## config.mk

```make
export PLATFORM = sky130hd
export DESIGN_NAME = actr_top
export DESIGN_NICKNAME = d
export VERILOG_FILES = /design/src/actr_pkg.sv /design/src/actr_fuse_loader.sv /design/src/actr_top.sv /design/src/actr_trim_route.sv
export SDC_FILE = /design/constraint.sdc
export NUM_CORES = 1
export LEC_CHECK = 0
export ABC_AREA = 1
export BUFFER_PORTS_ARGS = -buffer_cell sky130_fd_sc_hd__buf_2
export CAP_MARGIN = 20
export CELL_PAD_IN_SITES_DETAIL_PLACEMENT = 0
export CELL_PAD_IN_SITES_GLOBAL_PLACEMENT = 1
export CORE_MARGIN = 4
export CORE_UTILIZATION = 31
export CTS_CLUSTER_DIAMETER = 80
export DETAILED_ROUTE_END_ITERATION = 7
export PLACE_DENSITY_LB_ADDON = 0.08
export SLEW_MARGIN = 25
export SYNTH_ARGS = -nofsm -noshare
export SYNTH_HDL_FRONTEND = slang
export SYNTH_SLANG_ARGS = --single-unit
export TNS_END_PERCENT = 100
```

## constraint.sdc

```tcl
create_clock -name mclk -period 1.9 [get_ports mclk]
set_input_delay 0.38 -clock mclk [delete_from_list [all_inputs] [get_ports mclk]]
set_output_delay 0.38 -clock mclk [all_outputs]
set_load 0.005 [all_outputs]
```

## src/actr_pkg.sv

```systemverilog
// Constants and types shared by the converter core trim register bank
package actr_pkg;

    // ----------------------------------------------------------------
    // Register indices (byte address is four times the index)
    // ----------------------------------------------------------------
    localparam logic [9:0] IDX_B_TIM_IN_A = 10'h315;
    localparam logic [9:0] IDX_A_TIM_IN_B = 10'h31A;
    localparam logic [9:0] IDX_B_TIM_IN_B = 10'h31B;
    localparam logic [9:0] IDX_A_OFS_P0_IN_A = 10'h344;
    localparam logic [9:0] IDX_A_OFS_P0_IN_B = 10'h346;
    localparam logic [9:0] IDX_A_OFS_P90_IN_A = 10'h348;

    // ----------------------------------------------------------------
    // Storage slots, one per register
    // ----------------------------------------------------------------
    localparam int NUM_REGS = 6;
    localparam logic [2:0] SEL_B_TIM_IN_A = 3'h0;
    localparam logic [2:0] SEL_A_TIM_IN_B = 3'h1;
    localparam logic [2:0] SEL_B_TIM_IN_B = 3'h2;
    localparam logic [2:0] SEL_A_OFS_P0_IN_A = 3'h3;
    localparam logic [2:0] SEL_A_OFS_P0_IN_B = 3'h4;
    localparam logic [2:0] SEL_A_OFS_P90_IN_A = 3'h5;
    localparam logic [2:0] SEL_NONE = 3'h7;

    // ----------------------------------------------------------------
    // Field layout and reset values
    // ----------------------------------------------------------------
    localparam int TIM_W = 8;
    localparam int OFS_W = 12;
    localparam int REG_W = 16;
    localparam logic [15:0] MASK_TIM = 16'h00FF;
    localparam logic [15:0] MASK_OFS = 16'hFFFF;
    localparam logic [15:0] RESET_VAL = 16'h0000;
    localparam logic [31:0] RDATA_IDLE = 32'h0000_0000;

    // ----------------------------------------------------------------
    // Fuse load sequencer states, Gray along the path
    // ----------------------------------------------------------------
    typedef enum logic [1:0] {
        ST_WAIT = 2'b00,
        ST_LOAD = 2'b01,
        ST_RUN = 2'b11
    } actr_state_e;

    // Writable bits of each slot; timing slots keep only eight bits
    function automatic logic [15:0] entry_mask(input logic [2:0] sel);
        entry_mask = (sel <= SEL_B_TIM_IN_B) ? MASK_TIM : MASK_OFS;
    endfunction

endpackage

```

## src/actr_fuse_loader.sv

```systemverilog
// Sequencer that copies factory fuse values into the trim bank after reset
`timescale 1ns/1ps
module actr_fuse_loader (
    // Clock and reset
    input wire logic mclk,
    input wire logic rst,
    // Fuse storage handshake
    input wire logic fuse_ready,
    // Load strobe and bank ready
    output logic load_en,
    output logic bank_ready
);

    // ----------------------------------------------------------------
    // State machine
    // ----------------------------------------------------------------
    actr_pkg::actr_state_e state_q;
    actr_pkg::actr_state_e state_d;

    // Wait for fuses, load once, then hand the bank to software
    always_comb begin
        state_d = state_q;
        case (state_q)
            actr_pkg::ST_WAIT: begin
                if (fuse_ready) begin
                    state_d = actr_pkg::ST_LOAD;
                end
            end
            actr_pkg::ST_LOAD: begin
                state_d = actr_pkg::ST_RUN;
            end
            actr_pkg::ST_RUN: begin
                state_d = actr_pkg::ST_RUN;
            end
            default: begin
                state_d = actr_pkg::ST_WAIT;
            end
        endcase
    end

    // State register
    always_ff @(posedge mclk) begin
        if (rst) begin
            state_q <= actr_pkg::ST_WAIT;
        end else begin
            state_q <= state_d;
        end
    end

    // Decoded outputs
    assign load_en = (state_q == actr_pkg::ST_LOAD);
    assign bank_ready = (state_q == actr_pkg::ST_RUN);

endmodule

```

## src/actr_top.sv

```systemverilog
// AHB-Lite trim register bank for the timing trims of both cores and the offset trims of core A
//
// Notes on behaviour
// RULE_01 - Core B timing trim, interleaved, foreground cal, first input pair, fuse default.
// RULE_02 - Core A timing trim, interleaved, foreground cal, second input pair.
// RULE_03 - Core B timing trim, interleaved, foreground cal, second input pair.
// RULE_04 - Timing trim is one 8-bit read/write field covering the whole register.
// RULE_05 - Core A offset, 12 low bits of 16, phase 0, first input pair.
// RULE_06 - Core A offset, phase 0, second input pair, foreground cal enabled.
// RULE_07 - Core A offset, phase 90, first input pair, foreground cal enabled.
// RULE_08 - Offset registers 16 bits; top four reserved read/write; defaults from fuses.
// RULE_09 - Timing trims shift each core's sampling instant; one register per mode.
// RULE_10 - Fuse values are readable by software and may be overwritten.
// RULE_11 - Each value reaches its core only in its condition; stored value stays.
//
// Added by the designer: the AHB-Lite slave port.
`timescale 1ns/1ps
module actr_top (
    // Clock and reset
    input wire logic mclk,
    input wire logic rst,
    // AHB-Lite slave
    input wire logic hsel,
    input wire logic [31:0] haddr,
    input wire logic [1:0] htrans,
    input wire logic hwrite,
    input wire logic [2:0] hsize,
    input wire logic [31:0] hwdata,
    input wire logic hready,
    output logic hreadyout,
    output logic hresp,
    output logic [31:0] hrdata,
    // Factory fuse storage
    input wire logic fuse_ready,
    input wire logic [7:0] fuse_b_tim_in_a,
    input wire logic [7:0] fuse_a_tim_in_b,
    input wire logic [7:0] fuse_b_tim_in_b,
    input wire logic [15:0] fuse_a_ofs_p0_in_a,
    input wire logic [15:0] fuse_a_ofs_p0_in_b,
    input wire logic [15:0] fuse_a_ofs_p90_in_a,
    // Operating condition
    input wire logic interleaved_mode,
    input wire logic fg_cal_en,
    input wire logic clk_phase90,
    input wire logic second_input_pair_sel,
    // Trim values applied to the cores
    output logic [7:0] core_a_timing_trim,
    output logic core_a_timing_valid,
    output logic [7:0] core_b_timing_trim,
    output logic core_b_timing_valid,
    output logic [11:0] core_a_offset_trim,
    output logic core_a_offset_valid
);

    // ----------------------------------------------------------------
    // Fuse load sequencing
    // ----------------------------------------------------------------
    logic load_en;
    logic bank_ready;

    actr_fuse_loader u_loader (
        .mclk(mclk),
        .rst(rst),
        .fuse_ready(fuse_ready),
        .load_en(load_en),
        .bank_ready(bank_ready)
    );

    // Bus stalls until the fuse copy is in place, so software never reads zeros
    assign hreadyout = bank_ready;
    assign hresp = 1'b0;

    // ----------------------------------------------------------------
    // Address phase decode
    // ----------------------------------------------------------------
    logic addr_accept;
    logic [2:0] addr_sel;

    // Indices need ten bits; any higher address bit set means unmapped
    always_comb begin
        addr_accept = hsel && htrans[1] && hready;
        if (haddr[31:12] != 20'h00000 || haddr[1:0] != 2'b00) begin
            addr_sel = actr_pkg::SEL_NONE;
        end else if (haddr[11:2] == actr_pkg::IDX_B_TIM_IN_A) begin
            addr_sel = actr_pkg::SEL_B_TIM_IN_A;
        end else if (haddr[11:2] == actr_pkg::IDX_A_TIM_IN_B) begin
            addr_sel = actr_pkg::SEL_A_TIM_IN_B;
        end else if (haddr[11:2] == actr_pkg::IDX_B_TIM_IN_B) begin
            addr_sel = actr_pkg::SEL_B_TIM_IN_B;
        end else if (haddr[11:2] == actr_pkg::IDX_A_OFS_P0_IN_A) begin
            addr_sel = actr_pkg::SEL_A_OFS_P0_IN_A;
        end else if (haddr[11:2] == actr_pkg::IDX_A_OFS_P0_IN_B) begin
            addr_sel = actr_pkg::SEL_A_OFS_P0_IN_B;
        end else if (haddr[11:2] == actr_pkg::IDX_A_OFS_P90_IN_A) begin
            addr_sel = actr_pkg::SEL_A_OFS_P90_IN_A;
        end else begin
            addr_sel = actr_pkg::SEL_NONE;
        end
    end

    // ----------------------------------------------------------------
    // Data phase tracking
    // ----------------------------------------------------------------
    logic dp_write_q;
    logic dp_write_d;
    logic [2:0] dp_sel_q;
    logic [2:0] dp_sel_d;
    logic commit;

    // Remember an accepted write for its data phase
    always_comb begin
        dp_write_d = dp_write_q;
        dp_sel_d = dp_sel_q;
        if (hready) begin
            dp_write_d = addr_accept && hwrite && (addr_sel != actr_pkg::SEL_NONE);
            dp_sel_d = addr_sel;
        end
    end

    always_ff @(posedge mclk) begin
        if (rst) begin
            dp_write_q <= 1'b0;
            dp_sel_q <= actr_pkg::SEL_NONE;
        end else begin
            dp_write_q <= dp_write_d;
            dp_sel_q <= dp_sel_d;
        end
    end

    assign commit = dp_write_q && hreadyout;

    // ----------------------------------------------------------------
    // Trim storage
    // ----------------------------------------------------------------
    logic [15:0] regs_q [actr_pkg::NUM_REGS];
    logic [15:0] regs_d [actr_pkg::NUM_REGS];
    logic [15:0] fuse_val [actr_pkg::NUM_REGS];

    // Fuse images widened to the slot width; timing slots keep eight bits
    assign fuse_val[actr_pkg::SEL_B_TIM_IN_A] = {8'h00, fuse_b_tim_in_a};
    assign fuse_val[actr_pkg::SEL_A_TIM_IN_B] = {8'h00, fuse_a_tim_in_b};
    assign fuse_val[actr_pkg::SEL_B_TIM_IN_B] = {8'h00, fuse_b_tim_in_b};
    assign fuse_val[actr_pkg::SEL_A_OFS_P0_IN_A] = fuse_a_ofs_p0_in_a;
    assign fuse_val[actr_pkg::SEL_A_OFS_P0_IN_B] = fuse_a_ofs_p0_in_b;
    assign fuse_val[actr_pkg::SEL_A_OFS_P90_IN_A] = fuse_a_ofs_p90_in_a;

    // Fuse copy once after reset, then only software writes change a slot
    always_comb begin
        for (int i = 0; i < actr_pkg::NUM_REGS; i++) begin
            regs_d[i] = regs_q[i]; // [RULE_11]
            if (load_en) begin
                regs_d[i] = fuse_val[i] & actr_pkg::entry_mask(3'(i)); // [RULE_01] [RULE_08]
            end else if (commit && dp_sel_q == 3'(i)) begin
                // Timing slots drop bits above seven; offsets keep all sixteen
                regs_d[i] = hwdata[15:0] & actr_pkg::entry_mask(3'(i)); // [RULE_04] [RULE_10]
            end
        end
    end

    always_ff @(posedge mclk) begin
        for (int i = 0; i < actr_pkg::NUM_REGS; i++) begin
            if (rst) begin
                regs_q[i] <= actr_pkg::RESET_VAL;
            end else begin
                regs_q[i] <= regs_d[i]; // [RULE_02] [RULE_03] [RULE_05] [RULE_06] [RULE_07]
            end
        end
    end

    // ----------------------------------------------------------------
    // Read data
    // ----------------------------------------------------------------
    logic [31:0] rdata_q;
    logic [31:0] rdata_d;

    // Read value is captured in the address phase, so reads need no wait state;
    // a write still in its data phase to the same slot is forwarded
    always_comb begin
        rdata_d = actr_pkg::RDATA_IDLE;
        if (addr_accept && !hwrite && addr_sel != actr_pkg::SEL_NONE) begin
            if (commit && dp_sel_q == addr_sel) begin
                rdata_d = {16'h0000, hwdata[15:0] & actr_pkg::entry_mask(addr_sel)};
            end else begin
                rdata_d = {16'h0000, regs_q[addr_sel]}; // [RULE_10]
            end
        end
    end

    always_ff @(posedge mclk) begin
        if (rst) begin
            rdata_q <= actr_pkg::RDATA_IDLE;
        end else begin
            rdata_q <= rdata_d;
        end
    end

    assign hrdata = rdata_q;

    // ----------------------------------------------------------------
    // Routing to the cores
    // ----------------------------------------------------------------
    actr_trim_route u_route (
        .mclk(mclk),
        .rst(rst),
        .interleaved_mode(interleaved_mode),
        .fg_cal_en(fg_cal_en),
        .clk_phase90(clk_phase90),
        .second_input_pair_sel(second_input_pair_sel),
        .tim_b_in_a(regs_q[actr_pkg::SEL_B_TIM_IN_A]),
        .tim_a_in_b(regs_q[actr_pkg::SEL_A_TIM_IN_B]),
        .tim_b_in_b(regs_q[actr_pkg::SEL_B_TIM_IN_B]),
        .ofs_a_p0_in_a(regs_q[actr_pkg::SEL_A_OFS_P0_IN_A]),
        .ofs_a_p0_in_b(regs_q[actr_pkg::SEL_A_OFS_P0_IN_B]),
        .ofs_a_p90_in_a(regs_q[actr_pkg::SEL_A_OFS_P90_IN_A]),
        .core_a_timing_trim(core_a_timing_trim), // [RULE_09]
        .core_a_timing_valid(core_a_timing_valid),
        .core_b_timing_trim(core_b_timing_trim),
        .core_b_timing_valid(core_b_timing_valid),
        .core_a_offset_trim(core_a_offset_trim),
        .core_a_offset_valid(core_a_offset_valid)
    );

    logic wr_b_in_a;
    logic wr_a_in_b;
    logic wr_b_in_b;
    assign wr_b_in_a = commit && !load_en && dp_sel_q == actr_pkg::SEL_B_TIM_IN_A;
    assign wr_a_in_b = commit && !load_en && dp_sel_q == actr_pkg::SEL_A_TIM_IN_B;
    assign wr_b_in_b = commit && !load_en && dp_sel_q == actr_pkg::SEL_B_TIM_IN_B;
endmodule

```

## src/actr_trim_route.sv

```systemverilog
// Steers each stored trim value to its core for the active operating condition
`timescale 1ns/1ps
module actr_trim_route (
    // Clock and reset
    input wire logic mclk,
    input wire logic rst,
    // Operating condition
    input wire logic interleaved_mode,
    input wire logic fg_cal_en,
    input wire logic clk_phase90,
    input wire logic second_input_pair_sel,
    // Stored values
    input wire logic [15:0] tim_b_in_a,
    input wire logic [15:0] tim_a_in_b,
    input wire logic [15:0] tim_b_in_b,
    input wire logic [15:0] ofs_a_p0_in_a,
    input wire logic [15:0] ofs_a_p0_in_b,
    input wire logic [15:0] ofs_a_p90_in_a,
    // Values applied to the cores
    output logic [7:0] core_a_timing_trim,
    output logic core_a_timing_valid,
    output logic [7:0] core_b_timing_trim,
    output logic core_b_timing_valid,
    output logic [11:0] core_a_offset_trim,
    output logic core_a_offset_valid
);

    logic [7:0] a_tim_d;
    logic [7:0] b_tim_d;
    logic [11:0] a_ofs_d;
    logic a_tim_v_d;
    logic b_tim_v_d;
    logic a_ofs_v_d;
    logic fg_il;

    // Select per condition; nothing applies outside the documented cases
    always_comb begin
        fg_il = interleaved_mode && fg_cal_en;
        a_tim_v_d = fg_il && second_input_pair_sel;
        a_tim_d = a_tim_v_d ? tim_a_in_b[7:0] : 8'h00;
        b_tim_v_d = fg_il;
        b_tim_d = !fg_il ? 8'h00 : (second_input_pair_sel ? tim_b_in_b[7:0] : tim_b_in_a[7:0]);
        a_ofs_v_d = 1'b0;
        a_ofs_d = 12'h000;
        if (fg_cal_en && !clk_phase90 && !second_input_pair_sel) begin
            a_ofs_v_d = 1'b1;
            a_ofs_d = ofs_a_p0_in_a[11:0];
        end else if (fg_cal_en && !clk_phase90) begin
            a_ofs_v_d = 1'b1;
            a_ofs_d = ofs_a_p0_in_b[11:0];
        end else if (fg_cal_en && !second_input_pair_sel) begin
            a_ofs_v_d = 1'b1;
            a_ofs_d = ofs_a_p90_in_a[11:0];
        end
    end

    // Registered so the analog side sees glitch-free values
    always_ff @(posedge mclk) begin
        if (rst) begin
            core_a_timing_trim <= 8'h00;
            core_b_timing_trim <= 8'h00;
            core_a_offset_trim <= 12'h000;
            core_a_timing_valid <= 1'b0;
            core_b_timing_valid <= 1'b0;
            core_a_offset_valid <= 1'b0;
        end else begin
            core_a_timing_trim <= a_tim_d;
            core_b_timing_trim <= b_tim_d;
            core_a_offset_trim <= a_ofs_d;
            core_a_timing_valid <= a_tim_v_d;
            core_b_timing_valid <= b_tim_v_d;
            core_a_offset_valid <= a_ofs_v_d;
        end
    end

endmodule
```

==> out/summary.md <==
The filler cells instantiated in the layout total 2256. In the routed layout, each cell is associated on average with a via count of 4.62. The flow ran to the end, and the final reports show no timing, DRC or antenna violations. The cell area power density is 848 mW/mm^2, and the reg-to-reg setup timing slack is 0.24 ns. Post-CTS repair changed the size of 0 cells. At the end of routability-driven placement, the weighted congestion stood at 0.812.

The tools report the first-pass GRT wire length as 34.0 mm. Met2 global-route usage: 0.283. Across the whole layout, storage elements account for 0.00250 mm^2. The starting density of the core was 0.317. The tools report the number of antenna violations at the first check in global routing as 0. After detailed routing, the number of remaining DRC violations is 0. After detailed placement, the design holds a cell count of 1366.

In the final layout, the multi-input gates occupy 0.00307 mm^2. In this run, CTS created clock tree buffers numbering 17. The worst hold path belongs to the class input pin to register. The number of global-route vias before repair was 6180; the sequential cell area fraction in the yosys report was 0.401. The remaining antenna violation count was 0; the number of buffers on the longest clock path was 2. The slew of the pin with the lowest slew margin was 0.514 ns; the H-tree depth was 4. After synthesis the cells add up to 0.00624 mm^2.

After technology mapping, the gate count stands at 929. The met3 demand-to-capacity share in global routing came out at 0.0448. The vertical extent of the die is 150 um. Antenna diode instance count: 0. The run gives 16.6 mm as the post-DP HPWL. In this run the post-CTS setup repair buffer count came out at 0. The met1 usage came out at 0.299. The worst relative slew slack was 0.657; the number of max-slew violations in the final report was 0.

The share of post-route cells with drive strength above 1 is 0.250, and the final hold slack is 0.216 ns. Timing would allow up to 575 MHz. Port buffering added 178 buffers. The tools report the cell at the root of the clock tree as sky130_fd_sc_hd__clkbuf_16. After detailed placement, the total cell area comes to 0.00763 mm^2. For the sink count of the clock tree, the log shows 125. Clock insertion delay at the later pin of the skew report: 0.42 ns.

The worst setup path is captured at a register. The area of the die is 0.0224 mm^2. The finished layout holds 1398 standard cells, fillers aside.

For this block, the routed nets add up to 21.8 mm of wire. Setup repair after global routing could not meet its margin everywhere. Setup violations remaining at the end of the flow were counted as 0. The x dimension of the die came out at 150 um. The biggest fanout along the worst timing path is 8, and the number of detailed-routing iterations run before antenna repair is 5. The max-cap violation count was 0.

Detailed routing inserted a total of 6462 vias. For the number of DRC violations after detailed-routing iteration 0, the log shows 454. STA puts the critical path data required time at 2.24 ns.

The global router's overall resource usage was 0.197; the number of nets in the layout was 1271. The worst-case IR drop observed on VDD is 595 uV. The layer flagged by global routing as most heavily used is met1. TritonCTS built the clock tree. Summing all non-filler instances in the final layout gives an area of 0.00820 mm^2. The worst path needs 1.74 ns of the cycle, external delays included. The logs give 0 for the overall overflow remaining after global route and 0 for the Yosys warning count. The total chip power came out at 6950 uW.

For the worst path arrival time, the log shows 2.08 ns. The number of hold buffers added after CTS was 0. The number of hold violations in the final report was 0; the per-cell routed wire length was 15.6 um.

By startpoint and endpoint, the worst setup path is classified as input pin to register. The final critical-path share of the clock period works out to 0.916. The netlist uses 29 different library cells. The floorplan step defined a core boundary enclosing 0.0197 mm^2.

The number of synthesized register bits works out to 125. For this design the top-level I/O count stands at 216. After floorplanning, the core was divided into 51 placement rows. Static leakage: 0.00402 uW. Entering global routing, the biggest net connects 68 pins. From synthesis to final layout, the design area changed by 31.4%.

STA classifies the critical path startpoint as an input pin. Between clock sinks in the finished design, the worst skew comes to 0.00560 ns. The clock transition at the registers of the reported paths is 0.06 ns, and the post-synthesis average cell area is 6.71 um^2.
-- power breakdown --
group / leakage (uW) / internal (uW) / switching, uW
clock: 0.000267 / 1890 / 1230
combinational: 0.00273 / 358 / 579
sequential: 0.00102 / 2790 / 103
-- cell type report --
cell class,instances,area share
Tap cell,265,0.0405
Sequential cell,125,0.305
Inverter,108,0.0495
Timing Repair Buffer,222,0.161
Clock inverter,11,0.0113
Multi-Input combinational cell,646,0.375
Clock buffer,21,0.0574
-- cells by family after synthesis --
family / after synthesis / synth area share
AND/OR/NAND/NOR: 420 / 0.293
AO/OA/AOI/OAI: 209 / 0.189
buffers and inverters: 174 / 0.117
flip-flops: 125 / 0.401
other: 1 / 0.000601
-- cells in the mapped netlist, drive strengths merged --
| master | count | area share |
|---|---|---|
| a21oi | 6 | 0.0048 |
| a31oi | 88 | 0.088 |
| buf | 27 | 0.028 |
| clkbuf | 39 | 0.023 |
| clkinv | 3 | 0.0018 |
| conb | 1 | 0.00060 |
| dfxtp | 125 | 0.40 |
| inv | 105 | 0.063 |
| nand2 | 251 | 0.16 |
| nand3 | 59 | 0.050 |
| nand3b | 8 | 0.0096 |
| nand4 | 2 | 0.0020 |
| nor2 | 94 | 0.066 |
| nor3 | 1 | 0.0026 |
| o211ai | 4 | 0.0048 |
| o21ai | 111 | 0.091 |
| or2 | 5 | 0.0050 |
-- routing by layer --
metal,routed length [um],vias to the layer above
met4,242,0
met3,1400,15
li1,-,3382
met1,11200,2888
met5,0,-
met2,8990,177
-- per-stage QoR --
step | setup WS, ns | utilization | setup TNS (ns)
global route | -0.0271 | 0.417 | -0.0657
detailed placement | -0.270 | 0.388 | -4.02
CTS | 0.168 | 0.417 | 0
global placement | -0.251 | 0.388 | -3.73
finish | 0.160 | 0.417 | 0
floorplan | 0.00997 | - | 0
-- worst paths after layout --
check,startpoint,endpoint,cells after the start
max,haddr[13],hrdata[2],14
min,fuse_ready,u_loader.state_q[0],3
max reg2reg,u_loader.state_q[1],regs_q[1][4],8
min reg2reg,dp_write_q,dp_write_q,2
-- cell usage in the layout, fill, tap and decap left out, drive strengths merged, types with 4 or more instances in the layout --
cell type / Yosys / layout
clkinvlp: 0 / 5
dfxtp: 125 / 125
or2: 5 / 5
nand3b: 8 / 8
a21oi: 6 / 6
a31oi: 88 / 88
nor2: 94 / 94
inv: 105 / 105
nand2: 251 / 251
clkinv: 3 / 8
conb: 1 / 17
buf: 27 / 222
o211ai: 4 / 4
clkbuf: 39 / 21
nand3: 59 / 59
o21ai: 111 / 111
-- state kept, by name, summed over array words and instances, names as in the netlist --
signal	count
dp_write_q	1
hrdata	16
u_route.core_a_timing_valid	1
regs_q	72
dp_sel_q	3
u_route.core_a_offset_valid	1
u_route.core_b_timing_valid	1
u_route.core_a_offset_trim	12
u_route.core_b_timing_trim	8
u_route.core_a_timing_trim	8
u_loader.state_q	2
-- worst max-delay path, stage by stage --
cell	delay [ns]
sky130_fd_sc_hd__buf_2	0.09
sky130_fd_sc_hd__or2_1	0.23
sky130_fd_sc_hd__nor2_2	0.11
sky130_fd_sc_hd__nand2_2	0.09
sky130_fd_sc_hd__nor2_8	0.18
sky130_fd_sc_hd__nand2_4	0.10
sky130_fd_sc_hd__inv_2	0.20
sky130_fd_sc_hd__buf_4	0.16
sky130_fd_sc_hd__o21ai_0	0.06
sky130_fd_sc_hd__inv_1	0.05
sky130_fd_sc_hd__o21ai_0	0.08
sky130_fd_sc_hd__nand2_1	0.14
sky130_fd_sc_hd__nor2_1	0.06
sky130_fd_sc_hd__nor2_1	0.12
No activity file was read; power rests on OpenSTA's default activity.
